===== src/design/ext_mem_pkg.sv =====
package ext_mem_pkg;

    // Bus widths.
    localparam int ADDR_W = 16;
    localparam int DATA_W = 16;
    localparam int BYTE_W = 8;

    // Phase counter of the half-cycle clock output (two system clocks per processor cycle).
    localparam logic [0:0] PCLK_HIGH = 1'h1;

    // Reset values of the pins.
    localparam logic [ADDR_W-1:0] ADDR_RESET = 16'h0000;
    localparam logic [DATA_W-1:0] DATA_RESET = 16'h0000;

    // Half-cycle phases of one external cycle; only data setup stretches.
    typedef enum logic [2:0] {
        PH_IDLE  = 3'h0,
        PH_ADDR  = 3'h1,
        PH_SETUP = 3'h2,
        PH_WAIT1 = 3'h3,
        PH_WAIT2 = 3'h4,
        PH_XFER  = 3'h5,
        PH_HOLD  = 3'h6
    } phase_t;

endpackage : ext_mem_pkg


===== src/design/ext_mem_byte_wait_dma_ctrl.sv =====
// What this block does
// Without byte mode each access is one whole word cycle at an even address.
// Byte select is captured in data setup; outside drives or ties it high.
// Byte mode splits a word: low byte at A0 low, then high byte A0 high.
// Second byte cycle uses data 0-7, upper strobe idle, data 8-15 floated.
// Single byte write in byte mode runs both cycles, lower strobe in matching one.
// Wait request high stretches data setup by one processor cycle, two halves.
// Outside wait logic holds wait request stable near the sampling edge.
// Wait still high in the second wait half adds another wait state.
// During an external cycle bus request is sampled in first high phase.
// Between external cycles bus request is sampled in every high phase.
// Address, data, strobes and chip enable float before and during the grant.
// Request removal drops the grant; driving resumes in the next low phase.
// Grant only between cycles; processor external access stalls until grant ends.
// Outside keeps chip enable and strobes inactive during handover, with pull-ups.
// Request held through reset gives the grant before boot begins.
// Grant follows within two cycles plus waits, doubled in byte mode.
// Each cycle has four half phases; only data setup is stretched.
// Lower strobe for low byte, upper for high byte, both for word writes.
`timescale 1ns/1ps
`default_nettype none
module ext_mem_byte_wait_dma_ctrl
    import ext_mem_pkg::*;
(
    // Clock and reset.
    input  wire logic                          clk,
    input  wire logic                          rst,
    // Processor side access request.
    input  wire logic                          cpu_req,
    input  wire logic                          cpu_write,
    input  wire logic [1:0]                    cpu_byte_en,
    input  wire logic [ext_mem_pkg::ADDR_W-1:0] cpu_addr,
    input  wire logic [ext_mem_pkg::DATA_W-1:0] cpu_wdata,
    output logic                               cpu_ack,
    output logic      [ext_mem_pkg::DATA_W-1:0] cpu_rdata,
    // Processor clock output.
    output logic                               proc_clock_out_a,
    // External memory pins.
    output logic      [ext_mem_pkg::ADDR_W-1:0] address_bus_lines,
    output logic                               address_bus_oe,
    input  wire logic [ext_mem_pkg::DATA_W-1:0] data_bus_in,
    output logic      [ext_mem_pkg::DATA_W-1:0] data_bus_lines,
    output logic      [1:0]                    data_bus_oe,
    output logic                               chip_enable_n,
    output logic                               lower_byte_write_strobe_n,
    output logic                               upper_byte_write_strobe_n,
    output logic                               control_oe,
    input  wire logic                          byte_access_select,
    input  wire logic                          wait_request,
    // Bus request and grant.
    input  wire logic                          bus_request,
    output logic                               bus_granted
);

    typedef struct packed {
        logic                 pclk;
        phase_t               phase;
        logic                 byte_mode;
        logic                 second;
        logic                 write;
        logic [1:0]           ben;
        logic [ADDR_W-1:0]    addr;
        logic [DATA_W-1:0]    wdata;
        logic [DATA_W-1:0]    rdata;
        logic                 ack;
        logic                 sampled;
        logic                 granted;
        logic                 floating;
        logic                 bus_oe;
        logic [ADDR_W-1:0]    addr_pin;
        logic [DATA_W-1:0]    data_pin;
        logic [1:0]           data_oe;
        logic                 ce_n;
        logic                 wr0_n;
        logic                 wr1_n;
    } ctrl_state_t;

    ctrl_state_t state;
    ctrl_state_t next_state;
    logic        req_s;
    logic        bacc_s;
    logic        wait_s;
    logic [DATA_W-1:0] din_s;

    // Pin inputs pass two flip-flops before use.
    sync_two_ff #(.WIDTH(3 + DATA_W)) u_sync (
        .clk      (clk),
        .rst      (rst),
        .async_in ({bus_request, byte_access_select, wait_request, data_bus_in}),
        .sync_out ({req_s, bacc_s, wait_s, din_s})
    );

    // Phase sequencing, pin levels and request/grant handshake.
    always_comb begin
        logic high_now;
        logic sample_now;
        high_now   = 1'b0;
        sample_now = 1'b0;
        next_state = state;
        next_state.pclk = ~state.pclk;
        next_state.ack  = 1'b0;
        high_now = (state.pclk == PCLK_HIGH);
        // Request is sampled in high phases: every one when idle, else the first after CE falls.
        if (high_now) begin
            if (state.phase == PH_IDLE) begin
                sample_now = 1'b1;
            end else if (!state.sampled && !state.ce_n) begin
                sample_now = 1'b1;
                next_state.sampled = 1'b1;
            end
        end
        if (sample_now && state.phase == PH_IDLE) begin
            // Grant only between cycles; float first, grant one processor cycle later.
            if (req_s && !state.floating) begin
                next_state.floating = 1'b1;
            end else if (req_s && state.floating) begin
                next_state.granted = 1'b1;
            end else if (!req_s && state.granted) begin
                next_state.granted = 1'b0;
            end
        end
        // Resume driving in the low phase after the grant is dropped.
        if (!high_now && !state.granted && state.floating && !req_s) begin
            next_state.floating = 1'b0;
        end
        case (state.phase)
            PH_IDLE: begin
                // Cycles start in a low phase; processor waits while bus is given away.
                if (!high_now && cpu_req && !state.floating && !state.granted && !req_s) begin
                    next_state.phase   = PH_ADDR;
                    next_state.sampled = 1'b0;
                    next_state.second  = 1'b0;
                    next_state.byte_mode = 1'b0; // Latched afresh in data setup.
                    next_state.write   = cpu_write;
                    next_state.ben     = cpu_byte_en;
                    next_state.addr    = {cpu_addr[ADDR_W-1:1], 1'b0};
                    next_state.wdata   = cpu_wdata;
                end
            end
            PH_ADDR: begin
                next_state.phase = PH_SETUP;
            end
            PH_SETUP: begin
                if (!state.second) begin
                    next_state.byte_mode = bacc_s;
                end
                next_state.phase = wait_s ? PH_WAIT1 : PH_XFER;
            end
            PH_WAIT1: begin
                next_state.phase = PH_WAIT2;
            end
            PH_WAIT2: begin
                next_state.phase = wait_s ? PH_WAIT1 : PH_XFER;
            end
            PH_XFER: begin
                next_state.phase = PH_HOLD;
            end
            PH_HOLD: begin
                // Read data reaches din_s two clocks late, so the value that stood
                // while chip enable was low is taken here.
                if (!state.write) begin
                    if (state.second) begin
                        next_state.rdata[DATA_W-1:BYTE_W] = din_s[BYTE_W-1:0];
                    end else if (state.byte_mode) begin
                        next_state.rdata[BYTE_W-1:0] = din_s[BYTE_W-1:0];
                    end else begin
                        next_state.rdata = din_s;
                    end
                end
                if (state.byte_mode && !state.second) begin
                    next_state.phase   = PH_ADDR;
                    next_state.second  = 1'b1;
                    next_state.addr    = {state.addr[ADDR_W-1:1], 1'b1};
                end else begin
                    next_state.phase = PH_IDLE;
                    next_state.ack   = 1'b1;
                end
            end
            default: begin
                next_state.phase = PH_IDLE;
            end
        endcase
        // Pin levels follow the next phase.
        next_state.addr_pin = next_state.addr;
        next_state.ce_n     = !(next_state.phase inside {PH_SETUP, PH_WAIT1, PH_WAIT2,
                                                         PH_XFER});
        next_state.wr0_n    = 1'b1;
        next_state.wr1_n    = 1'b1;
        next_state.data_oe  = 2'h0;
        next_state.data_pin = next_state.wdata;
        if (next_state.phase != PH_IDLE && next_state.write) begin
            if (next_state.second) begin
                next_state.data_pin[BYTE_W-1:0] = next_state.wdata[DATA_W-1:BYTE_W];
                next_state.wr0_n   = !next_state.ben[1];
                next_state.data_oe = {1'b0, next_state.phase != PH_ADDR};
            end else if (next_state.byte_mode) begin
                next_state.wr0_n   = !next_state.ben[0];
                next_state.data_oe = {1'b0, next_state.phase != PH_ADDR};
            end else begin
                next_state.wr0_n   = !next_state.ben[0];
                next_state.wr1_n   = !next_state.ben[1];
                if (next_state.phase != PH_ADDR) begin
                    next_state.data_oe = next_state.ben;
                end
            end
        end
        // A floated bus drives no data lane and no control line.
        next_state.bus_oe = !next_state.floating;
        if (next_state.floating) begin
            next_state.data_oe = 2'h0;
        end
    end

    // One register holds all state; reset clears it, grant and float included, but sets chip enable, strobes and bus_oe high.
    always_ff @(posedge clk) begin
        if (rst) begin
            state          <= '0;
            state.phase    <= PH_IDLE;
            state.addr     <= ADDR_RESET;
            state.addr_pin <= ADDR_RESET;
            state.wdata    <= DATA_RESET;
            state.ce_n     <= 1'b1;
            state.wr0_n    <= 1'b1;
            state.wr1_n    <= 1'b1;
            state.bus_oe   <= 1'b1;
        end else begin
            state <= next_state;
        end
    end

    // Outputs come straight from the state register.
    assign proc_clock_out_a          = state.pclk;
    assign address_bus_lines         = state.addr_pin;
    assign address_bus_oe            = state.bus_oe;
    assign data_bus_lines            = state.data_pin;
    assign data_bus_oe               = state.data_oe;
    assign chip_enable_n             = state.ce_n;
    assign lower_byte_write_strobe_n = state.wr0_n;
    assign upper_byte_write_strobe_n = state.wr1_n;
    assign control_oe                = state.bus_oe;
    assign bus_granted               = state.granted;
    assign cpu_ack                   = state.ack;
    assign cpu_rdata                 = state.rdata;

endmodule : ext_mem_byte_wait_dma_ctrl
`default_nettype wire


===== src/design/sync_two_ff.sv =====
`timescale 1ns/1ps
`default_nettype none
module sync_two_ff #(
    parameter int WIDTH = 1
) (
    // Clock and reset.
    input  wire logic             clk,
    input  wire logic             rst,
    // Asynchronous level in, synchronised level out.
    input  wire logic [WIDTH-1:0] async_in,
    output logic      [WIDTH-1:0] sync_out
);

    // A synchroniser without bits cannot be built.
    if (WIDTH < 1) begin : g_width_check
        $error("sync_two_ff needs WIDTH of at least one.");
    end

    typedef struct packed {
        logic [WIDTH-1:0] stage1;
        logic [WIDTH-1:0] stage2;
    } sync_state_t;

    sync_state_t state;
    sync_state_t next_state;

    // The first stage feeds only the second stage.
    always_comb begin
        next_state        = state;
        next_state.stage1 = async_in;
        next_state.stage2 = state.stage1;
    end

    // Both stages clear on reset.
    always_ff @(posedge clk) begin
        if (rst) begin
            state <= '0;
        end else begin
            state <= next_state;
        end
    end

    assign sync_out = state.stage2;

endmodule : sync_two_ff
`default_nettype wire


===== config.mk =====
export PLATFORM = sky130hd
export DESIGN_NAME = ext_mem_byte_wait_dma_ctrl
export DESIGN_NICKNAME = d
export VERILOG_FILES = /design/src/design/ext_mem_pkg.sv /design/src/design/ext_mem_byte_wait_dma_ctrl.sv /design/src/design/sync_two_ff.sv
export SDC_FILE = /design/constraint.sdc
export NUM_CORES = 1
export LEC_CHECK = 0
export BUFFER_PORTS_ARGS = -buffer_cell sky130_fd_sc_hd__clkbuf_2
export CAP_MARGIN = 15
export CORE_MARGIN = 5
export CORE_UTILIZATION = 35
export CTS_CLUSTER_SIZE = 14
export DETAILED_ROUTE_END_ITERATION = 6
export PLACE_DENSITY = 0.65
export REMOVE_ABC_BUFFERS = 1
export SLEW_MARGIN = 30
export SYNTH_ARGS = -nofsm -noshare
export SYNTH_HDL_FRONTEND = slang
export SYNTH_SLANG_ARGS = --single-unit

===== constraint.sdc =====
create_clock -name clk -period 3.65 [get_ports clk]
set_clock_uncertainty 0.15 [all_clocks]
set_input_delay 0.73 -clock clk [delete_from_list [all_inputs] [get_ports clk]]
set_output_delay 0.73 -clock clk [all_outputs]
set_load 0.05 [all_outputs]

Word-level counts from Yosys, hierarchy flattened
Cells that the tools add are included.

Bits in registers: 121. Bits of input ports: 57. Output and inout port bits: 58. Word-level logic and storage cells: 120.

Equality and inequality tests: 14. Mux-type cells: 34. Bitwise logic cells: 7. Reduce and logical (&&, ||, !) cells: 41.

Operators by type and width (count): 2-to-1 mux 40 bit (1); case mux 16 bit (2 select lines) (1); 2-to-1 mux 8 bit (3); 2-to-1 mux 1 bit (19); case mux 3 bit (6 select lines) (1); 2-to-1 mux 16 bit (1); equality test 3 bit (second input constant) (5); AND reduction 3 bit (5); logical AND 1 bit (14); equality test 3 x 2 -> 1 bit (second input constant) (4); zero test 1 bit (11); 2-to-1 mux 10 bit (1); inverter 1 bit (7); 2-to-1 mux 2 bit (3); 2-to-1 mux 3 bit (2); OR reduction 2 bit (3); OR reduction 6 bit (1); != test 2 bit (second input constant) (2); case mux 1 bit (2 select lines) (2); nonzero test 2 bit (2); nonzero test 4 bit (1); OR reduction 4 bit (1); equality test 3 x 1 -> 1 bit (second input constant) (1); zero test 3 bit (1); 4 further kinds (4).

Depth between registers and ports, before layout
Depth after elaboration: 12. Mapped depth: 7. Mapped depth without buffers: 4.

Modules after synthesis
Synthesis repeated with hierarchy kept, for this count alone.

Cells, all modules: 455. Area, all modules: 4687.0 um2.

By module, submodules not included: ext_mem_byte_wait_dma_ctrl (times used 1, cells an instance 375, area each 3474.6 um2, seq. area each 1481.4 um2); sync_two_ff (times used 1, cells an instance 80, area each 1212.4 um2, seq. area each 760.7 um2).

Least setup slack after synthesis
OpenSTA, ideal clock, no wires.

Kind: flip-flop to flip-flop. Start point: register state (netlist bit proc_clock_out_a). End point: register state (netlist bit data_bus_lines[7]). Library setup time: 0.121 ns. Data arrival time: 1.858 ns. Data required time: 3.379 ns. Path slack: 1.521 ns. Cell stages (with the launch flop): 8. Path buffers: 3. Period minus slack after synthesis: 2.129 ns. Cells stage by stage: dfxtp_1 clkbuf_1 or4_1 buf_2 buf_6 o21ai_2 a21oi_2 mux2_2.

Longest elaborated chain between the ends: 10. Elaborated cells on any way between the ends: 14. Those cells by class: mux (7); reduce/logical (7).

RTL lines: start, declared (RTL line ext_mem_byte_wait_dma_ctrl.sv:78) `ctrl_state_t state;`; start signal, assigned (RTL line ext_mem_byte_wait_dma_ctrl.sv:227) `state <= next_state;`; zero test 1 bit (*) (RTL line ext_mem_byte_wait_dma_ctrl.sv:129) `if (!high_now && cpu_req && !state.floating && !state.granted && !req_s) begin`; logical AND 1 bit (*) (4 in series) (RTL line ext_mem_byte_wait_dma_ctrl.sv:129); 2-to-1 mux 40 bit (*) (RTL line ext_mem_byte_wait_dma_ctrl.sv:129); case mux 3 bit (6 select lines) (RTL line ext_mem_byte_wait_dma_ctrl.sv:126) `case (state.phase)`; nonzero test 3 bit (RTL line ext_mem_byte_wait_dma_ctrl.sv:191) `if (next_state.phase != PH_IDLE && next_state.write) begin`; logical AND 1 bit (RTL line ext_mem_byte_wait_dma_ctrl.sv:191); 2-to-1 mux 10 bit (*) (RTL line ext_mem_byte_wait_dma_ctrl.sv:191).

Mark *: on every way between the ends. The rest lies on a longest branch, timed or not. The select of a mux whose other input is x is not followed. A chain may end at the register's enable or synchronous reset.

Worst setup path after layout
Start point: register state[96] in the netlist's numbering. End point: register state (netlist bit data_bus_lines[1]).

Longest elaborated chain between the ends: 6. Elaborated cells on any way between the ends: 17. Those cells by class: eq/ne (6); mux (7); reduce/logical (4).

RTL lines (RTL line): equality test 3 bit / equality test 3 x 2 -> 1 bit (equally long branches) (ext_mem_byte_wait_dma_ctrl.sv:126); OR reduction 2 bit (no line); case mux 3 bit (6 select lines) (ext_mem_byte_wait_dma_ctrl.sv:126); nonzero test 3 bit (ext_mem_byte_wait_dma_ctrl.sv:191); logical AND 1 bit (ext_mem_byte_wait_dma_ctrl.sv:191); 2-to-1 mux 10 bit (*) (ext_mem_byte_wait_dma_ctrl.sv:191).

Marked as above.

==> metrics <==
reg2reg setup slack=1.21 ns; die area=0.01498 mm^2; final worst slack=approximately 1.2 ns; vias in the first global route=3029; WP buf/inv=0; total power=2.723 mW; Final Slew Violations=0; DP Cell Count=661; ANT nets after route=0; via count=3134; reg2reg end=data_bus_lines[1]; routed wire length=approximately 9100 um; synthesized flop and latch total=112; combinational group share of total power=about an eighth; Detailed Routing Iterations Pass 1=4; sequential share of power=roughly half; Sinks on Clock Net=between 100 and 150; Root Buffer=clkbuf_16; Mapped Cells=451; fill count=1264; grt ovf=0; Worst path max stage delay=~0.96 ns; Post-synth EDFFs=0; post-route cell area=0.005045 mm^2; Hold Fails Final Rpt=0; Lkg Pwr=between 2 and 2.5 nW; initial core utilization=a little over a third; RePlAce Congestion=0.7180; internal power=2.010 mW; R2R cell count=4; clk buf depth=2; synthesized area per cell=9.802 um^2; fraction of layout cells with a size suffix above 1=33.60%; I/O Pins=115; clk_lat worst skew=0.35 ns; CTS tree=done; CTS Hold Bufs=0; Final nets=558; crit-path max FO=17; Tot GR Track Use=approximately an eighth; Max VDD drop=277.8 uV; WHS Endpoint=u_sync.sync_out[14]; crit path from=state[96]; fin crit period=between 2 and 2.5 ns; setup bufs post-CTS=0; Worst setup EP type=flop; die height=between 100 and 150 um; # H-tree levels=3; PostCTS Resize Cnt=0; Clk pwr share=39.2%; Slew HR=45.58%; Die W=about 120 um; initial antenna violation count=0; Placeable Area=0.01252 mm^2; crit path kind=reg2reg; DP Area=roughly 0.0047 mm^2; Synth cell types=46; total CTS buffers=9; sw power=roughly 0.71 mW; setup TNS=0 ns; Max Fclk=0.4094 GHz; Worst-Margin Slew=0.8163 ns; min-delay src=u_sync.next_state[14]; Core Util, Final=40.30%; worst slack, placed=1.018 ns; Post-synth ARST share=0%; synthesis warning total=0; WP data arrival=2.53 ns; CP top delay family=simple AND/OR/NAND/NOR gates; worst path cell trace=or4b_1 -> o21ai_0 -> a21oi_1 -> mux2_2; DRC=0; routed length per placed instance=about 13 um; Worst Hold Path Cells=1; Vias/cell=4.622; area grow syn2layout=14.12%; unrepaired setup endpoints after global routing=false; Slowest-stage cell, CP=or4b_1; switch share=26.20%; max_cap viols=0; Port-buffer cells=113; worst hold path type=reg2reg; area occupied by multi-input gates=0.001634 mm^2; share of the clock period used by the worst path=66.93%; first-pass GRT wire length=14360 um; HPWL after DPL=6328 um; sequential share of the synthesized area=50.72%; # rows=41; RR Startpoint=state[96]; Hold WS=around 0.28 ns; outcome=finished, final reports clean; Main synth FF type=dfxtp_1; Clock Pin Slew Worst Setup and Hold Paths=0.07 ns; largest net degree at the start of global routing=61; Setup Viol. Count Final=0; CP required=around 3.7 ns; Power Dens Cells=539.8 mW/mm^2; critical path launch point type=flop; register area=0.002242 mm^2; number of antenna cells inserted=0; Iteration-0 DRC Markers=66; non-filler instance count after layout=roughly 680; mapped cell area=0.004420 mm^2
==> worst max path at each step <==
stage / slack [ns] / cells after the start / endpoint
floorplan: 1.37 / 4 / data_bus_lines[0]
global placement: 1.06 / 5 / data_bus_lines[2]
detailed placement: 1.02 / 5 / data_bus_lines[1]
CTS: 1.16 / 4 / data_bus_oe[0]
global route: 1.04 / 4 / data_bus_lines[1]
finish: 1.21 / 4 / data_bus_lines[1]
==> logic make-up (layout without fill, tap and decap cells) <==
kind of cell           count (synthesis)  count (layout)  synth area share (%)
AOI/OAI and AO/OA                     84              84                 12.96
buffers and inverters                 83             138                 12.31
DFF                                  112             112                 50.72
muxes                                 26              26                 6.142
and+or+nand+nor                      146             146                 17.86
==> per-layer routing <==
metal | share of wire [%] | up-vias | wire length (um) | GRT usage (%)
li1 | - | 1574 | - | -
met1 | 44 | 1459 | 3963 | 15.12
met2 | 48 | 92 | 4332 | 20.16
met3 | 7.3 | 9 | 665 | 4.194
met4 | 1.0 | 0 | 94 | 3.779
met5 | 0 | - | 0 | 0
==> placed cells by master, fill, tap and decap left out, drive strengths merged, types with 2 or more instances in the layout <==
cell,n
mux2i,17
nor3,8
nand3b,2
nor2b,43
a31oi,3
inv,6
clkbuf,122
nand3,19
nor2,24
and3,3
a21o,2
buf,6
mux2,9
bufinv,2
a21oi,39
a211oi,9
dfxtp,112
o21ai,20
or3,2
nand2,38
==> worst reg2reg max path: stages (launching register included) <==
cell	delay (ns)
dfxtp_1	0.51
or4b_1	0.97
o21ai_0	0.32
a21oi_1	0.10
mux2_2	0.29
==> power groups by stage <==
stage          clock network [mW]  logic (mW)  registers (mW)
2_1_floorplan                   0       0.129            1.43
3_3_place_gp                    0       0.331            1.34
3_5_place_dp                    0       0.338            1.35
4_1_cts                      1.11       0.339            1.32
5_1_grt                      1.16       0.369            1.32
6_report                     1.07       0.338            1.32
==> cell usage after synthesis, drive strengths merged, types with 3 or more instances <==
library cell | n | area share (%)
mux2 | 9 | 2.3
clkbuf | 12 | 1.1
nor2 | 24 | 2.0
and3 | 3 | 0.42
a211oi | 9 | 1.5
o21ai | 20 | 3.1
dfxtp | 112 | 51
a21oi | 39 | 5.3
buf | 67 | 11
nor3 | 8 | 1.4
mux2i | 17 | 3.8
nor2b | 43 | 6.1
a31oi | 3 | 0.42
inv | 4 | 0.34
nand2 | 38 | 3.2
nand3 | 19 | 2.2
==> state kept, by name (all words and copies together), names as in the netlist <==
signal                     count
address_bus_oe                 1
state                         25
data_bus_lines                 8
data_bus_oe                    2
bus_granted                    1
upper_byte_write_strobe_n      1
u_sync.next_state             19
cpu_ack                        1
proc_clock_out_a               1
u_sync.sync_out               19
chip_enable_n                  1
address_bus_lines             16
lower_byte_write_strobe_n      1
cpu_rdata                     16
==> layout make-up <==
cell class,count,share of cell area (%)
Clock inverter,6,1.786
Inverter,4,0.2976
Multi-Input combinational cell,256,32.39
Sequential cell,112,44.44
Clock buffer,10,4.737
Tap cell,172,4.266
Timing Repair Buffer,118,12.08
(Power assumes the default switching activity.)
